===== config.mk =====
export PLATFORM = sky130hd
export DESIGN_NAME = amsq_sequencer
export DESIGN_NICKNAME = d
export VERILOG_FILES = /design/src/amsq_pkg.sv /design/src/amsq_i2c_slave.sv /design/src/amsq_sequencer.sv
export SDC_FILE = /design/constraint.sdc
export NUM_CORES = 1
export LEC_CHECK = 0
export BUFFER_PORTS_ARGS = -buffer_cell sky130_fd_sc_hd__buf_2
export CAP_MARGIN = 10
export CORE_MARGIN = 2
export CORE_UTILIZATION = 32
export CTS_CLUSTER_SIZE = 16
export DETAILED_ROUTE_END_ITERATION = 10
export PLACE_DENSITY = 0.48
export SYNTH_ARGS = -nofsm -noshare
export SYNTH_HDL_FRONTEND = slang
export SYNTH_SLANG_ARGS = --single-unit

===== constraint.sdc =====
create_clock -name clk -period 2.2 [get_ports clk]
set_input_delay 0.11 -clock clk [delete_from_list [all_inputs] [get_ports clk]]
set_output_delay 0.11 -clock clk [all_outputs]
set_load 0.05 [all_outputs]

===== src/amsq_pkg.sv =====
// Purpose: Constants shared by the converter mode sequencer
// Assumes: 20 MHz system clock
// Notes:   Counts derive from printed times
package amsq_pkg;

  // ----------------------------------------
  // Timing
  // ----------------------------------------
  localparam int CLK_HZ         = 20000000;
  localparam int POR_DELAY_US   = 500;
  localparam int POR_CYCLES     = (POR_DELAY_US * (CLK_HZ / 1000000));
  localparam int START_NORM_X2  = 57;
  localparam int START_TURBO    = 105;
  localparam int START_NORM_CYC = (START_NORM_X2 + 1) / 2;
  localparam int MOD_DIV        = 4;

  // ----------------------------------------
  // Command bytes and bus addresses
  // ----------------------------------------
  localparam logic [6:0] CMD_RESET_HI = 7'h03;
  localparam logic [6:0] CMD_START_HI = 7'h04;
  localparam logic [6:0] CMD_SLEEP_HI = 7'h01;
  localparam logic [7:0] GC_RESET     = 8'h06;
  localparam logic [6:0] GC_ADDR      = 7'h00;
  localparam logic [2:0] ADDR_PREFIX  = 3'h4;

  // ----------------------------------------
  // Reset values
  // ----------------------------------------
  localparam logic [2:0] DR_RESET     = 3'h0;

  typedef enum logic [2:0]
  {
    ST_LOWPWR  = 3'b000,
    ST_DELAY   = 3'b001,
    ST_CONVERT = 3'b010,
    ST_SLEEP   = 3'b011
  } amsq_state_type;

endpackage


===== src/amsq_i2c_slave.sv =====
// Purpose: Two-wire slave front end decoding command bytes
// Assumes: scl and sda already synchronised
// Notes:   Reads are acknowledged like writes; bytes after a read address are still decoded as commands
`timescale 1ns/100ps
`default_nettype none
module amsq_i2c_slave
(
  input  wire logic       clk,
  input  wire logic       reset,
  input  wire logic       scl,
  input  wire logic       sda,
  input  wire logic [1:0] code_high,
  input  wire logic [1:0] code_low,
  output logic            sda_oe,
  output logic            cmd_valid,
  output logic [7:0]      cmd_byte,
  output logic            gc_reset
);

  // ----------------------------------------
  // Line events
  // ----------------------------------------
  logic       scl_d;
  logic       sda_d;
  logic       active;
  logic       is_gc;
  logic       first;
  logic       addressed;
  logic       armed;
  logic [3:0] bit_cnt;
  logic [7:0] shift;
  logic [6:0] my_addr;
  wire        scl_rise  = scl & ~scl_d;
  wire        scl_fall  = ~scl & scl_d;
  wire        start_ev  = scl & scl_d & sda_d & ~sda;
  wire        stop_ev   = scl & scl_d & ~sda_d & sda;
  wire [7:0]  next_shift = {shift[6:0], sda};
  wire        byte_end  = scl_fall & (bit_cnt == 4'd7);
  wire        ack_end   = scl_fall & (bit_cnt == 4'd8);
  wire        addr_hit  = (shift[7:1] == my_addr);
  wire        gc_hit    = (shift[7:1] == amsq_pkg::GC_ADDR) & ~shift[0];

  always_ff @(posedge clk)
  begin
    scl_d <= scl;
    sda_d <= sda;
  end

  always_ff @(posedge clk)
  begin
    if (reset)
      my_addr <= {amsq_pkg::ADDR_PREFIX, 4'h0};
    else if (start_ev | (first & ~active))
      my_addr <= {amsq_pkg::ADDR_PREFIX, code_high, code_low};
  end

  always_ff @(posedge clk)
  begin
    if (reset | start_ev | stop_ev)
    begin
      active    <= start_ev;
      first     <= 1'b1;
      addressed <= 1'b0;
      armed     <= 1'b0;
      is_gc     <= 1'b0;
      bit_cnt   <= 4'd0;
      sda_oe    <= 1'b0;
      cmd_valid <= 1'b0;
      gc_reset  <= 1'b0;
    end
    else
    begin
      cmd_valid <= 1'b0;
      gc_reset  <= 1'b0;
      // Fall that ends a start is not a bit
      if (scl_rise)
        armed <= 1'b1;
      if (scl_rise & active & bit_cnt < 4'd8)
        shift <= next_shift;
      if (byte_end)
      begin
        bit_cnt <= 4'd8;
        if (first)
        begin
          addressed <= (addr_hit & ~shift[0]) | gc_hit | (addr_hit & shift[0]);
          is_gc     <= gc_hit;
          sda_oe    <= addr_hit | gc_hit;
        end
        else if (addressed)
        begin
          sda_oe    <= 1'b1;
          cmd_valid <= ~is_gc;
          cmd_byte  <= shift;
          gc_reset  <= is_gc & (shift == amsq_pkg::GC_RESET);
        end
      end
      else if (ack_end)
      begin
        bit_cnt <= 4'd0;
        sda_oe  <= 1'b0;
        first   <= 1'b0;
      end
      else if (scl_fall & active & armed)
        bit_cnt <= bit_cnt + 4'd1;
    end
  end

endmodule
`default_nettype wire


===== src/amsq_sequencer.sv =====
// Purpose: Reset, conversion and operating mode sequencer
// Assumes: Pins pass two flip-flops; converter core outside
// Notes:   Address codes come from pin-strap detection outside
//
// Summary of operation
// - Power-on, pin or command resets at once
// - Reset loads defaults, idles low-power
// - Hold reset 500 us after power-up
// - Bytes 06h/07h reset, no extra delay
// - General-call reset also resets
// - Mode bit needs start to apply
// - Single-shot: one conversion then low-power
// - Single-shot config write restarts one conversion
// - Continuous: next conversion starts immediately
// - Start delay 29 (28.5 rounded up) or 105 clocks
// - Continuous config write restarts conversion
// - Sleep waits for conversion end
// - Normal mode default, modulator quarter clock
// - Turbo doubles modulator clock if mod_div even as turbo sets; if odd, mod_enable stops
// - Sleep powers analog off, keeps config
// - Start wakes from sleep per mode
// - Bus lines driven only low
// - Address 100 plus two pin codes
// - Address re-sampled every transaction
// - Result settles in one conversion
// - Start 0000100x, sleep 0000001x
// - Act once command byte latched
// - General call acked, 06h resets
`timescale 1ns/100ps
`default_nettype none
module amsq_sequencer
#(
  parameter int POR_CYCLES = amsq_pkg::POR_CYCLES
)
(
  input  wire logic       clk,
  input  wire logic       reset,
  input  wire logic       reset_pin_n,
  input  wire logic       scl_pin,
  input  wire logic       sda_pin,
  input  wire logic [1:0] code_high,
  input  wire logic [1:0] code_low,
  input  wire logic       conversion_mode_select_bit,
  input  wire logic [2:0] data_rate_field,
  input  wire logic       turbo_select,
  input  wire logic       config_write,
  input  wire logic       conversion_done,
  output logic            scl_out,
  output logic            scl_oe,
  output logic            sda_out,
  output logic            sda_oe,
  output logic            soft_reset,
  output logic            por_busy,
  output logic            conv_start,
  output logic            conv_busy,
  output logic            result_load,
  output logic            analog_on,
  output logic            excitation_on,
  output logic            osc_on,
  output logic            mod_enable,
  output logic [2:0]      data_rate,
  output logic            turbo_active,
  output logic            continuous_active
);

  // ----------------------------------------
  // Pin synchronisers
  // ----------------------------------------
  logic [1:0] rst_sync;
  logic [1:0] scl_sync;
  logic [1:0] sda_sync;
  logic [1:0] hi_sync;
  logic [1:0] lo_sync;
  logic [1:0] hi_meta;
  logic [1:0] lo_meta;

  always_ff @(posedge clk)
  begin
    rst_sync <= {rst_sync[0], reset_pin_n};
    scl_sync <= {scl_sync[0], scl_pin};
    sda_sync <= {sda_sync[0], sda_pin};
    hi_meta  <= code_high;
    lo_meta  <= code_low;
    hi_sync  <= hi_meta;
    lo_sync  <= lo_meta;
  end

  // ----------------------------------------
  // Power-on hold
  // ----------------------------------------
  logic [$clog2(POR_CYCLES+1)-1:0] por_cnt;

  always_ff @(posedge clk)
  begin
    if (reset)
      por_cnt <= '0;
    else if (por_cnt != POR_CYCLES[$clog2(POR_CYCLES+1)-1:0])
      por_cnt <= por_cnt + 1'b1;
  end
  assign por_busy = (por_cnt != POR_CYCLES[$clog2(POR_CYCLES+1)-1:0]);

  // ----------------------------------------
  // Serial slave and command decode
  // ----------------------------------------
  logic       cmd_valid;
  logic [7:0] cmd_byte;
  logic       gc_reset;
  logic       slave_sda_oe;

  amsq_i2c_slave u_slave
  (
    .clk       (clk),
    .reset     (reset | por_busy),
    .scl       (scl_sync[1]),
    .sda       (sda_sync[1]),
    .code_high (hi_sync),
    .code_low  (lo_sync),
    .sda_oe    (slave_sda_oe),
    .cmd_valid (cmd_valid),
    .cmd_byte  (cmd_byte),
    .gc_reset  (gc_reset)
  );

  // never drive high, never touch clock
  assign sda_out = 1'b0;
  assign sda_oe  = slave_sda_oe;
  assign scl_out = 1'b0;
  assign scl_oe  = 1'b0;

  wire cmd_start = cmd_valid & (cmd_byte[7:1] == amsq_pkg::CMD_START_HI);
  wire cmd_sleep = cmd_valid & (cmd_byte[7:1] == amsq_pkg::CMD_SLEEP_HI);
  wire cmd_reset = cmd_valid & (cmd_byte[7:1] == amsq_pkg::CMD_RESET_HI);

  assign soft_reset = cmd_reset | gc_reset;
  wire   any_reset  = reset | por_busy | ~rst_sync[1] | soft_reset;

  // ----------------------------------------
  // Latched settings
  // ----------------------------------------
  logic mode_cont;
  logic sleep_pend;

  always_ff @(posedge clk)
  begin
    if (any_reset)
      mode_cont <= 1'b0;
    else if (cmd_start)
      mode_cont <= conversion_mode_select_bit;
  end

  always_ff @(posedge clk)
  begin
    if (any_reset)
    begin
      data_rate    <= amsq_pkg::DR_RESET;
      turbo_active <= 1'b0;
    end
    else
    begin
      data_rate    <= data_rate_field;
      turbo_active <= turbo_select;
    end
  end

  // ----------------------------------------
  // Modulator clock enable
  // ----------------------------------------
  logic [1:0] mod_div;

  always_ff @(posedge clk)
  begin
    if (any_reset)
      mod_div <= 2'd0;
    else
      mod_div <= mod_div + (turbo_active ? 2'd2 : 2'd1);
  end
  assign mod_enable = conv_busy & (mod_div == 2'd0);

  // ----------------------------------------
  // Sequencer
  // ----------------------------------------
  amsq_pkg::amsq_state_type st;
  amsq_pkg::amsq_state_type next_st;
  logic [6:0] dly;
  wire  [6:0] dly_load = turbo_active ? 7'(amsq_pkg::START_TURBO)
                                      : 7'(amsq_pkg::START_NORM_CYC);
  wire        restart  = config_write & (st == amsq_pkg::ST_CONVERT);

  always_comb
  begin
    next_st = st;
    case (st)
      amsq_pkg::ST_LOWPWR, amsq_pkg::ST_SLEEP:
        if (cmd_start)
          next_st = amsq_pkg::ST_DELAY;
      amsq_pkg::ST_DELAY:
        if (cmd_sleep)
          next_st = amsq_pkg::ST_SLEEP;
        else if (dly == 7'd1)
          next_st = amsq_pkg::ST_CONVERT;
      amsq_pkg::ST_CONVERT:
        if (cmd_start)
          next_st = amsq_pkg::ST_DELAY;
        else if (conversion_done & ~restart)
        begin
          if (sleep_pend | cmd_sleep)
            next_st = amsq_pkg::ST_SLEEP;
          else if (!mode_cont)
            next_st = amsq_pkg::ST_LOWPWR;
        end
      default:
        next_st = amsq_pkg::ST_LOWPWR;
    endcase
  end

  always_ff @(posedge clk)
  begin
    if (any_reset)
      st <= amsq_pkg::ST_LOWPWR;
    else
      st <= next_st;
  end

  always_ff @(posedge clk)
  begin
    if (any_reset | next_st != amsq_pkg::ST_DELAY)
      dly <= dly_load;
    else if (st == amsq_pkg::ST_DELAY)
      dly <= dly - 7'd1;
  end

  always_ff @(posedge clk)
  begin
    if (any_reset | st != amsq_pkg::ST_CONVERT)
      sleep_pend <= 1'b0;
    else if (cmd_sleep)
      sleep_pend <= 1'b1;
  end

  assign conv_start = (st == amsq_pkg::ST_DELAY && next_st == amsq_pkg::ST_CONVERT)
                    | restart
                    | (st == amsq_pkg::ST_CONVERT && conversion_done && !restart
                       && next_st == amsq_pkg::ST_CONVERT);
  assign result_load = (st == amsq_pkg::ST_CONVERT) & conversion_done & ~restart;
  assign conv_busy   = (st == amsq_pkg::ST_CONVERT);
  assign continuous_active = mode_cont;

  assign analog_on     = (st == amsq_pkg::ST_DELAY) | (st == amsq_pkg::ST_CONVERT);
  assign osc_on        = analog_on;
  assign excitation_on = (st != amsq_pkg::ST_SLEEP);

endmodule
`default_nettype wire


After elaboration in Yosys (flattened, before gate mapping)

Cells that the tools add are included.

Register bits after elaboration: 80
Input bits: 16
Output and inout bits: 18
Word-level logic and storage cells: 145

Add/subtract/negate cells: 4
Order comparisons: 1
Eq/ne operators: 17
Multiplexer cells: 19
Bitwise gates (word level): 55
Reduce and logical (&&, ||, !) cells: 19

Operators by type and width:

| cell                                                                    | number |
|---|---|
| 1-bit AND                                                               | 26 |
| 3-bit 2-to-1 mux                                                        | 7 |
| 7-bit 2-to-1 mux                                                        | 3 |
| 1-bit OR                                                                | 16 |
| 14-bit by 1-bit adder with 14-bit output, second input constant         | 1 |
| 7-bit by 1-bit == test with 1-bit output, second input constant         | 2 |
| 14-bit inequality test, second input constant                           | 1 |
| 1-bit NOT                                                               | 13 |
| 4-bit 2-to-1 mux                                                        | 3 |
| 3-bit by 2-bit == test with 1-bit output, second input constant         | 3 |
| 3-bit one-hot mux with 3 select lines                                   | 1 |
| 8-bit by 3-bit == test with 1-bit output, second input constant         | 1 |
| 2-bit AND reduction                                                     | 4 |
| 7-bit by 2-bit == test with 1-bit output, second input constant         | 1 |
| 7-bit by 3-bit == test with 1-bit output, second input constant         | 1 |
| 7-bit == test                                                           | 1 |
| 7-bit zero test                                                         | 1 |
| 7-bit by 1-bit subtractor with 7-bit output, second input constant      | 1 |
| 3-bit by 1-bit inequality test with 1-bit output, second input constant | 2 |
| 3-bit by 2-bit inequality test with 1-bit output, second input constant | 2 |
| 4-bit by 1-bit adder with 4-bit output, second input constant           | 1 |
| 4-bit by 3-bit == test with 1-bit output, second input constant         | 1 |
| 4-bit == test, second input constant                                    | 1 |
| 1-bit logical AND                                                       | 4 |
| 14 further kinds                                                        | 18 |

Logic depth before layout (Yosys ltp)

Word-level depth: 11
Mapped depth: 8
Gate-level depth less buffers: 7

Cells and area by module

A second synthesis with hierarchy kept.

Cell total of the unflattened synthesis: 295
Area total of the unflattened synthesis: 3294.4 µm²

By module, submodules not included:

| module         | times used | cells each | area each (µm²) | seq. area each (µm²) |
|---|---|---|---|---|
| amsq_sequencer | 1          | 191        | 1989.4          | 991.0 |
| amsq_i2c_slave | 1          | 104        | 1305.0          | 850.8 |

Worst setup path after synthesis

Ideal clock, no wire load.

Path type: register to output
From: register st[1]
To: output port mod_enable
Arrival: 3.055 ns
Required time: 2.090 ns
Path slack: -0.965 ns
Stages on the path, launching flop included: 4
Path buffers: 1
Cell sequence: dfxtp_1 > buf_2 > nor3b_1 > nor3b_1

Cells in the longest elaborated chain, start to end: 2

RTL lines:

| item                                     | RTL line              | RTL |
|---|---|---|
| start: declaration                       | amsq_sequencer.sv:182 | `amsq_pkg::amsq_state_type st;` |
| start signal: assignment                 | amsq_sequencer.sv:219 | `st <= amsq_pkg::ST_LOWPWR;` |
| start signal: assignment                 | amsq_sequencer.sv:221 | `st <= next_st;` |
| 3-bit by 2-bit == test with 1-bit output | amsq_sequencer.sv:245 | `assign conv_busy = (st == amsq_pkg::ST_CONVERT);` |
| via conv_busy                            | amsq_sequencer.sv:55  | `output logic conv_busy,` |
| 1-bit AND                                | amsq_sequencer.sv:177 | `assign mod_enable = conv_busy & (mod_div == 2'd0);` |
| end: declaration                         | amsq_sequencer.sv:60  | `output logic mod_enable,` |

The timed path passes the listed nets, and every way through them passes these cells.

Worst setup path after layout

From: register dly[5]
To: output port conv_start

Cells in the longest elaborated chain, start to end: 8
Elaborated cells on any way between the ends: 9
Classes of those cells: eq/ne (2); mux (3); bitwise (2); reduce/logical (2)

RTL lines:

| item                                         | RTL line                                     | RTL |
|---|---|---|
| start: declaration                           | amsq_sequencer.sv:184                        | `logic [6:0] dly;` |
| start signal: assignment                     | amsq_sequencer.sv:227                        | `dly <= dly_load;` |
| start signal: assignment                     | amsq_sequencer.sv:229                        | `dly <= dly - 7'd1;` |
| 7-bit by 1-bit == test with 1-bit output (*) | amsq_sequencer.sv:199                        | `else if (dly == 7'd1)` |
| 3-bit 2-to-1 mux (*)                         | amsq_sequencer.sv:199                        |  |
| 3-bit 2-to-1 mux (*)                         | amsq_sequencer.sv:197                        | `if (cmd_sleep)` |
| 3-bit one-hot mux with 3 select lines (*)    | amsq_sequencer.sv:192                        | `case (st)` |
| 3-bit by 2-bit == test with 1-bit output (*) | amsq_sequencer.sv:240, amsq_sequencer.sv:243 |  |
| 1-bit logical AND                            | amsq_sequencer.sv:240                        | `assign conv_start = (st == amsq_pkg::ST_DELAY && next_st == amsq_pkg::ST_CONVERT)` |
| 1-bit OR                                     | amsq_sequencer.sv:241                        | `\| restart` |
| 1-bit OR (*)                                 | amsq_sequencer.sv:242                        | `\| (st == amsq_pkg::ST_CONVERT && conversion_done && !restart` |
| end: declaration                             | amsq_sequencer.sv:54                         | `output logic conv_start,` |

Every way passes the cells marked *; elsewhere a longest branch is shown, timed or not.

==> results.py <==
metrics = {
    "worst_setup_path": {
        "rr_worst_depth": 7,
        "cp.required_ns": 2.09,
        "rrSetupSlack_ns": 0.09,
        "path_class": "flop to output pin",
        "rr_endpoint": "dly[2]$_DFFE_PP_",
        "critPathMaxFanout": 2,
        "startpoint_type": "flop",
        "critPathMaxStageDelay_ns": 0.54,
        "crit_buf_inv": 1,
        "crit_chain": "or4_4 > or3_1 > o211ai_1 > nor2_2 > o31ai_4 > buf_6",
        "critPathArrivalTime_ns": 2.28,
        "slowest_stage": "or4_4",
        "r2r-start": "dly[5]$_DFFE_PP_",
        "end_kind": "output pin",
        "crit_family": "simple AND/OR/NAND/NOR gates",
    },
    "routing": {
        "ant_nets": 0,
        "viasPerCell": 4.47,
        "drt_first_pass_iters": 4,
        "drt-wirelength-per-cell_um": 12.2,
        "first_iter_violations": 112,
        "wirelength_um": 6320,
        "drc": 0,
        "via_count": 2326,
    },
    "placed_design": {
        "place.gp.congestion": 0.836,
        "dp_cells": 492,
        "portBuffers": 30,
        "hpwlAfterDp_um": 4630,
        "dp_slack_ns": 0.0393,
    },
    "sta": {
        "skew_ns": 0.0133,
        "hold_viol": 0,
        "rsz0062_at_grt": "true",
        "fmax_mhz": 418,
        "fin_ws_ns": -0.192,
        "finalCritPeriodShare_pct": 109,
        "tightest_slew_ns": 0.501,
        "max-slew-margin-rel_pct": 66.5,
        "slew_violations": 0,
        "fin_crit_ns": 2.39,
        "fin_setup_tns_ns": -0.192,
        "setup_violations": 1,
    },
    "hold_path": {
        "hold_path_depth": 3,
        "hold_start": "conversion_mode_select_bit",
        "min_to": "continuous_active$_SDFFE_PP0P_",
        "hold_path.class": "primary input to flop",
    },
    "yosys": {
        "yosysTopAreaCell": "dfxtp_1",
        "yosysMostFrequentCell": "dfxtp_1",
        "synth_area_um2": 3310,
        "synthArstFlopShare_pct": 0,
        "yosysSeqAreaShare_pct": 54.8,
        "netlist.area_leader.share_pct": 33.9,
        "synth_flop_cell": "dfxtp_1",
        "synth_edf_count": 23,
        "avgSynthCellArea_um2": 10.7,
        "synth_warnings": 0,
        "syn_inst": 308,
        "synth_common_cells": "dfxtp_1 (56), nor2_1 (26), edfxtp_1 (23)",
        "synthTopCellsByArea": "dfxtp_1 (34%), edfxtp_1 (21%), xor2_1 (3.7%)",
        "synth_cell_types": 49,
        "ys_seq_elements": 79,
    },
    "power_and_ir_drop": {
        "leakagePower_nw": 1.62,
        "ir_drop_uv": 357,
        "power.total_mw": 2.79,
        "power_density_nw_per_um2": 669,
    },
    "cells_and_area": {
        "num_antenna_cells": 0,
        "final_core_util_pct": 41.0,
        "fin_nets": 402,
        "area_delta_synth_final_pct": 26.2,
        "drive_above_1_share_pct": 24.2,
        "instances_no_fill": 520,
    },
    "global_routing": {
        "grt_pass1_vias": 2337,
        "antenna_found_initial": 0,
        "grt_max_degree": 15,
        "overflow": 0,
        "grt_pass1_wl_um": 11000,
        "grt.total_usage_pct": 12.4,
    },
    "clock_tree": {
        "root_buffer": "clkbuf_8",
        "clk_latency_ns": 0.35,
        "cts_buffer_depth": 2,
        "h-tree-depth": 3,
        "clkSinkCount": 79,
        "cts_buffers": 9,
        "clkTransAtPathRegs_ns": 0.08,
        "cts_tree": "done",
    },
    "job": {
        "drv_cap": 0,
    },
    "floorplan": {
        "rows": 37,
        "start_util_pct": 32.5,
        "core_um2": 10200,
        "fp.dieW_um": 106,
        "fp.dieH_um": 106,
        "dieArea_um2": 11200,
        "pin_count": 34,
    },
    "outcome": {
        "status": "complete, but fails checks",
        "violations": "negative setup slack",
    },
}
layout make-up:
| class | instances | area [µm²] |
|---|---|---|
| clock inverter | 6 | 91.3 |
| timing repair buffer | 68 | 473 |
| sequential | 79 | 1810 |
| clock buffer | 10 | 128 |
| tap | 136 | 170 |
| inverter | 17 | 63.8 |
| fill | 1024 | 6010 |
| multi-input combinational | 204 | 1440 |
cells by family after synthesis:
family	share of synthesized area, %
mux	3.03
simple gates	22.3
buf+inv	3.75
compound gates	7.04
flops	54.8
xor+xnor	6.36
fa+ha+maj	2.65
other cells	0.113
worst reg2reg max path, stage by stage (launching register included):
cell	delay, ns
edfxtp_1	0.39
or4_4	0.54
or3_1	0.32
o211ai_1	0.13
buf_4	0.17
a2111oi_4	0.05
buf_6	0.15
mux2i_1	0.11
timing repair:
item | 4_1_cts | 5_1_grt
hold endpoints to repair | 11 | 0
cloned | 0 | 0
resized for setup | 4 | 5
setup endpoints to repair | 1 | 22
setup buffers | 0 | 1
hold buffers | 11 | 0
pin swaps | 3 | 5
cells in the final DEF, fill, tap and decap left out, types with 2 or more instances in the layout:
| cell type | count |
|---|---|
| a21oi_1 | 12 |
| a31oi_1 | 4 |
| and2_1 | 7 |
| and3_1 | 4 |
| and3b_1 | 4 |
| and4b_1 | 3 |
| buf_2 | 29 |
| buf_4 | 26 |
| buf_6 | 2 |
| bufinv_16 | 2 |
| clkbuf_8 | 9 |
| conb_1 | 4 |
| dfxtp_1 | 56 |
| dlygate4sd3_1 | 11 |
| edfxtp_1 | 23 |
| ha_1 | 7 |
| inv_1 | 16 |
| mux2i_1 | 10 |
| nand2_1 | 21 |
| nand2b_1 | 6 |
| nand3_1 | 10 |
| nand3b_1 | 2 |
| nand4_1 | 4 |
| nand4b_1 | 3 |
| nor2_1 | 25 |
| nor2b_1 | 5 |
| nor3_1 | 6 |
| nor3b_1 | 2 |
| nor3b_2 | 4 |
| nor4_1 | 3 |
| o211ai_1 | 2 |
| o21ai_0 | 4 |
| or3_1 | 5 |
| xnor2_1 | 10 |
| xor2_1 | 14 |
flip-flops by register name (all words and copies together) (netlist names), 2 cells and up:
register,cells
u_slave.bit_cnt,4
st,3
por_cnt,14
dly,7
sda_sync,2
hi_sync,2
scl_sync,2
hi_meta,2
lo_meta,2
u_slave.shift,8
u_slave.cmd_byte,7
mod_div,2
lo_sync,2
data_rate,3
u_slave.my_addr,4
rst_sync,2
how the worst max path moves through the flow:
stage | startpoint | endpoint | slack, ns | cells past startpoint
3_3_place_gp | dly[5]$_DFFE_PP_ | dly[2]$_DFFE_PP_ | 0.06 | 7
4_1_cts | dly[5]$_DFFE_PP_ | conv_start | -0.20 | 6
3_5_place_dp | dly[5]$_DFFE_PP_ | dly[2]$_DFFE_PP_ | 0.04 | 7
2_1_floorplan | dly[5]$_DFFE_PP_ | conv_start | -0.02 | 5
6_report | dly[5]$_DFFE_PP_ | conv_start | -0.19 | 6
5_1_grt | dly[5]$_DFFE_PP_ | conv_start | -0.31 | 6
power breakdown:
part	total (mW)	internal, mW	switching [mW]
registers	1.52	1.51	0.0103
logic	0.0866	0.0449	0.0417
clock network	1.19	0.646	0.541
total	2.79	2.20	0.593
per-stage QoR:
stage	hold WS, ns	instance area, µm²
2_1_floorplan	0.138	3350
5_1_grt	0.0688	4170
6_report	0.0217	4170
3_3_place_gp	0.212	3810
3_5_place_dp	0.214	3810
4_1_cts	0.00860	4150
metal layers:
metal  GRT usage [%]  vias up  wire length (µm)
met1            16.1     1073              3170
met5               0        -                 0
met2            19.5       35              2860
li1                -     1210                 -
met3            2.23        8               186
met4            6.77        0               102
No activity file was read; power rests on OpenSTA's default activity.
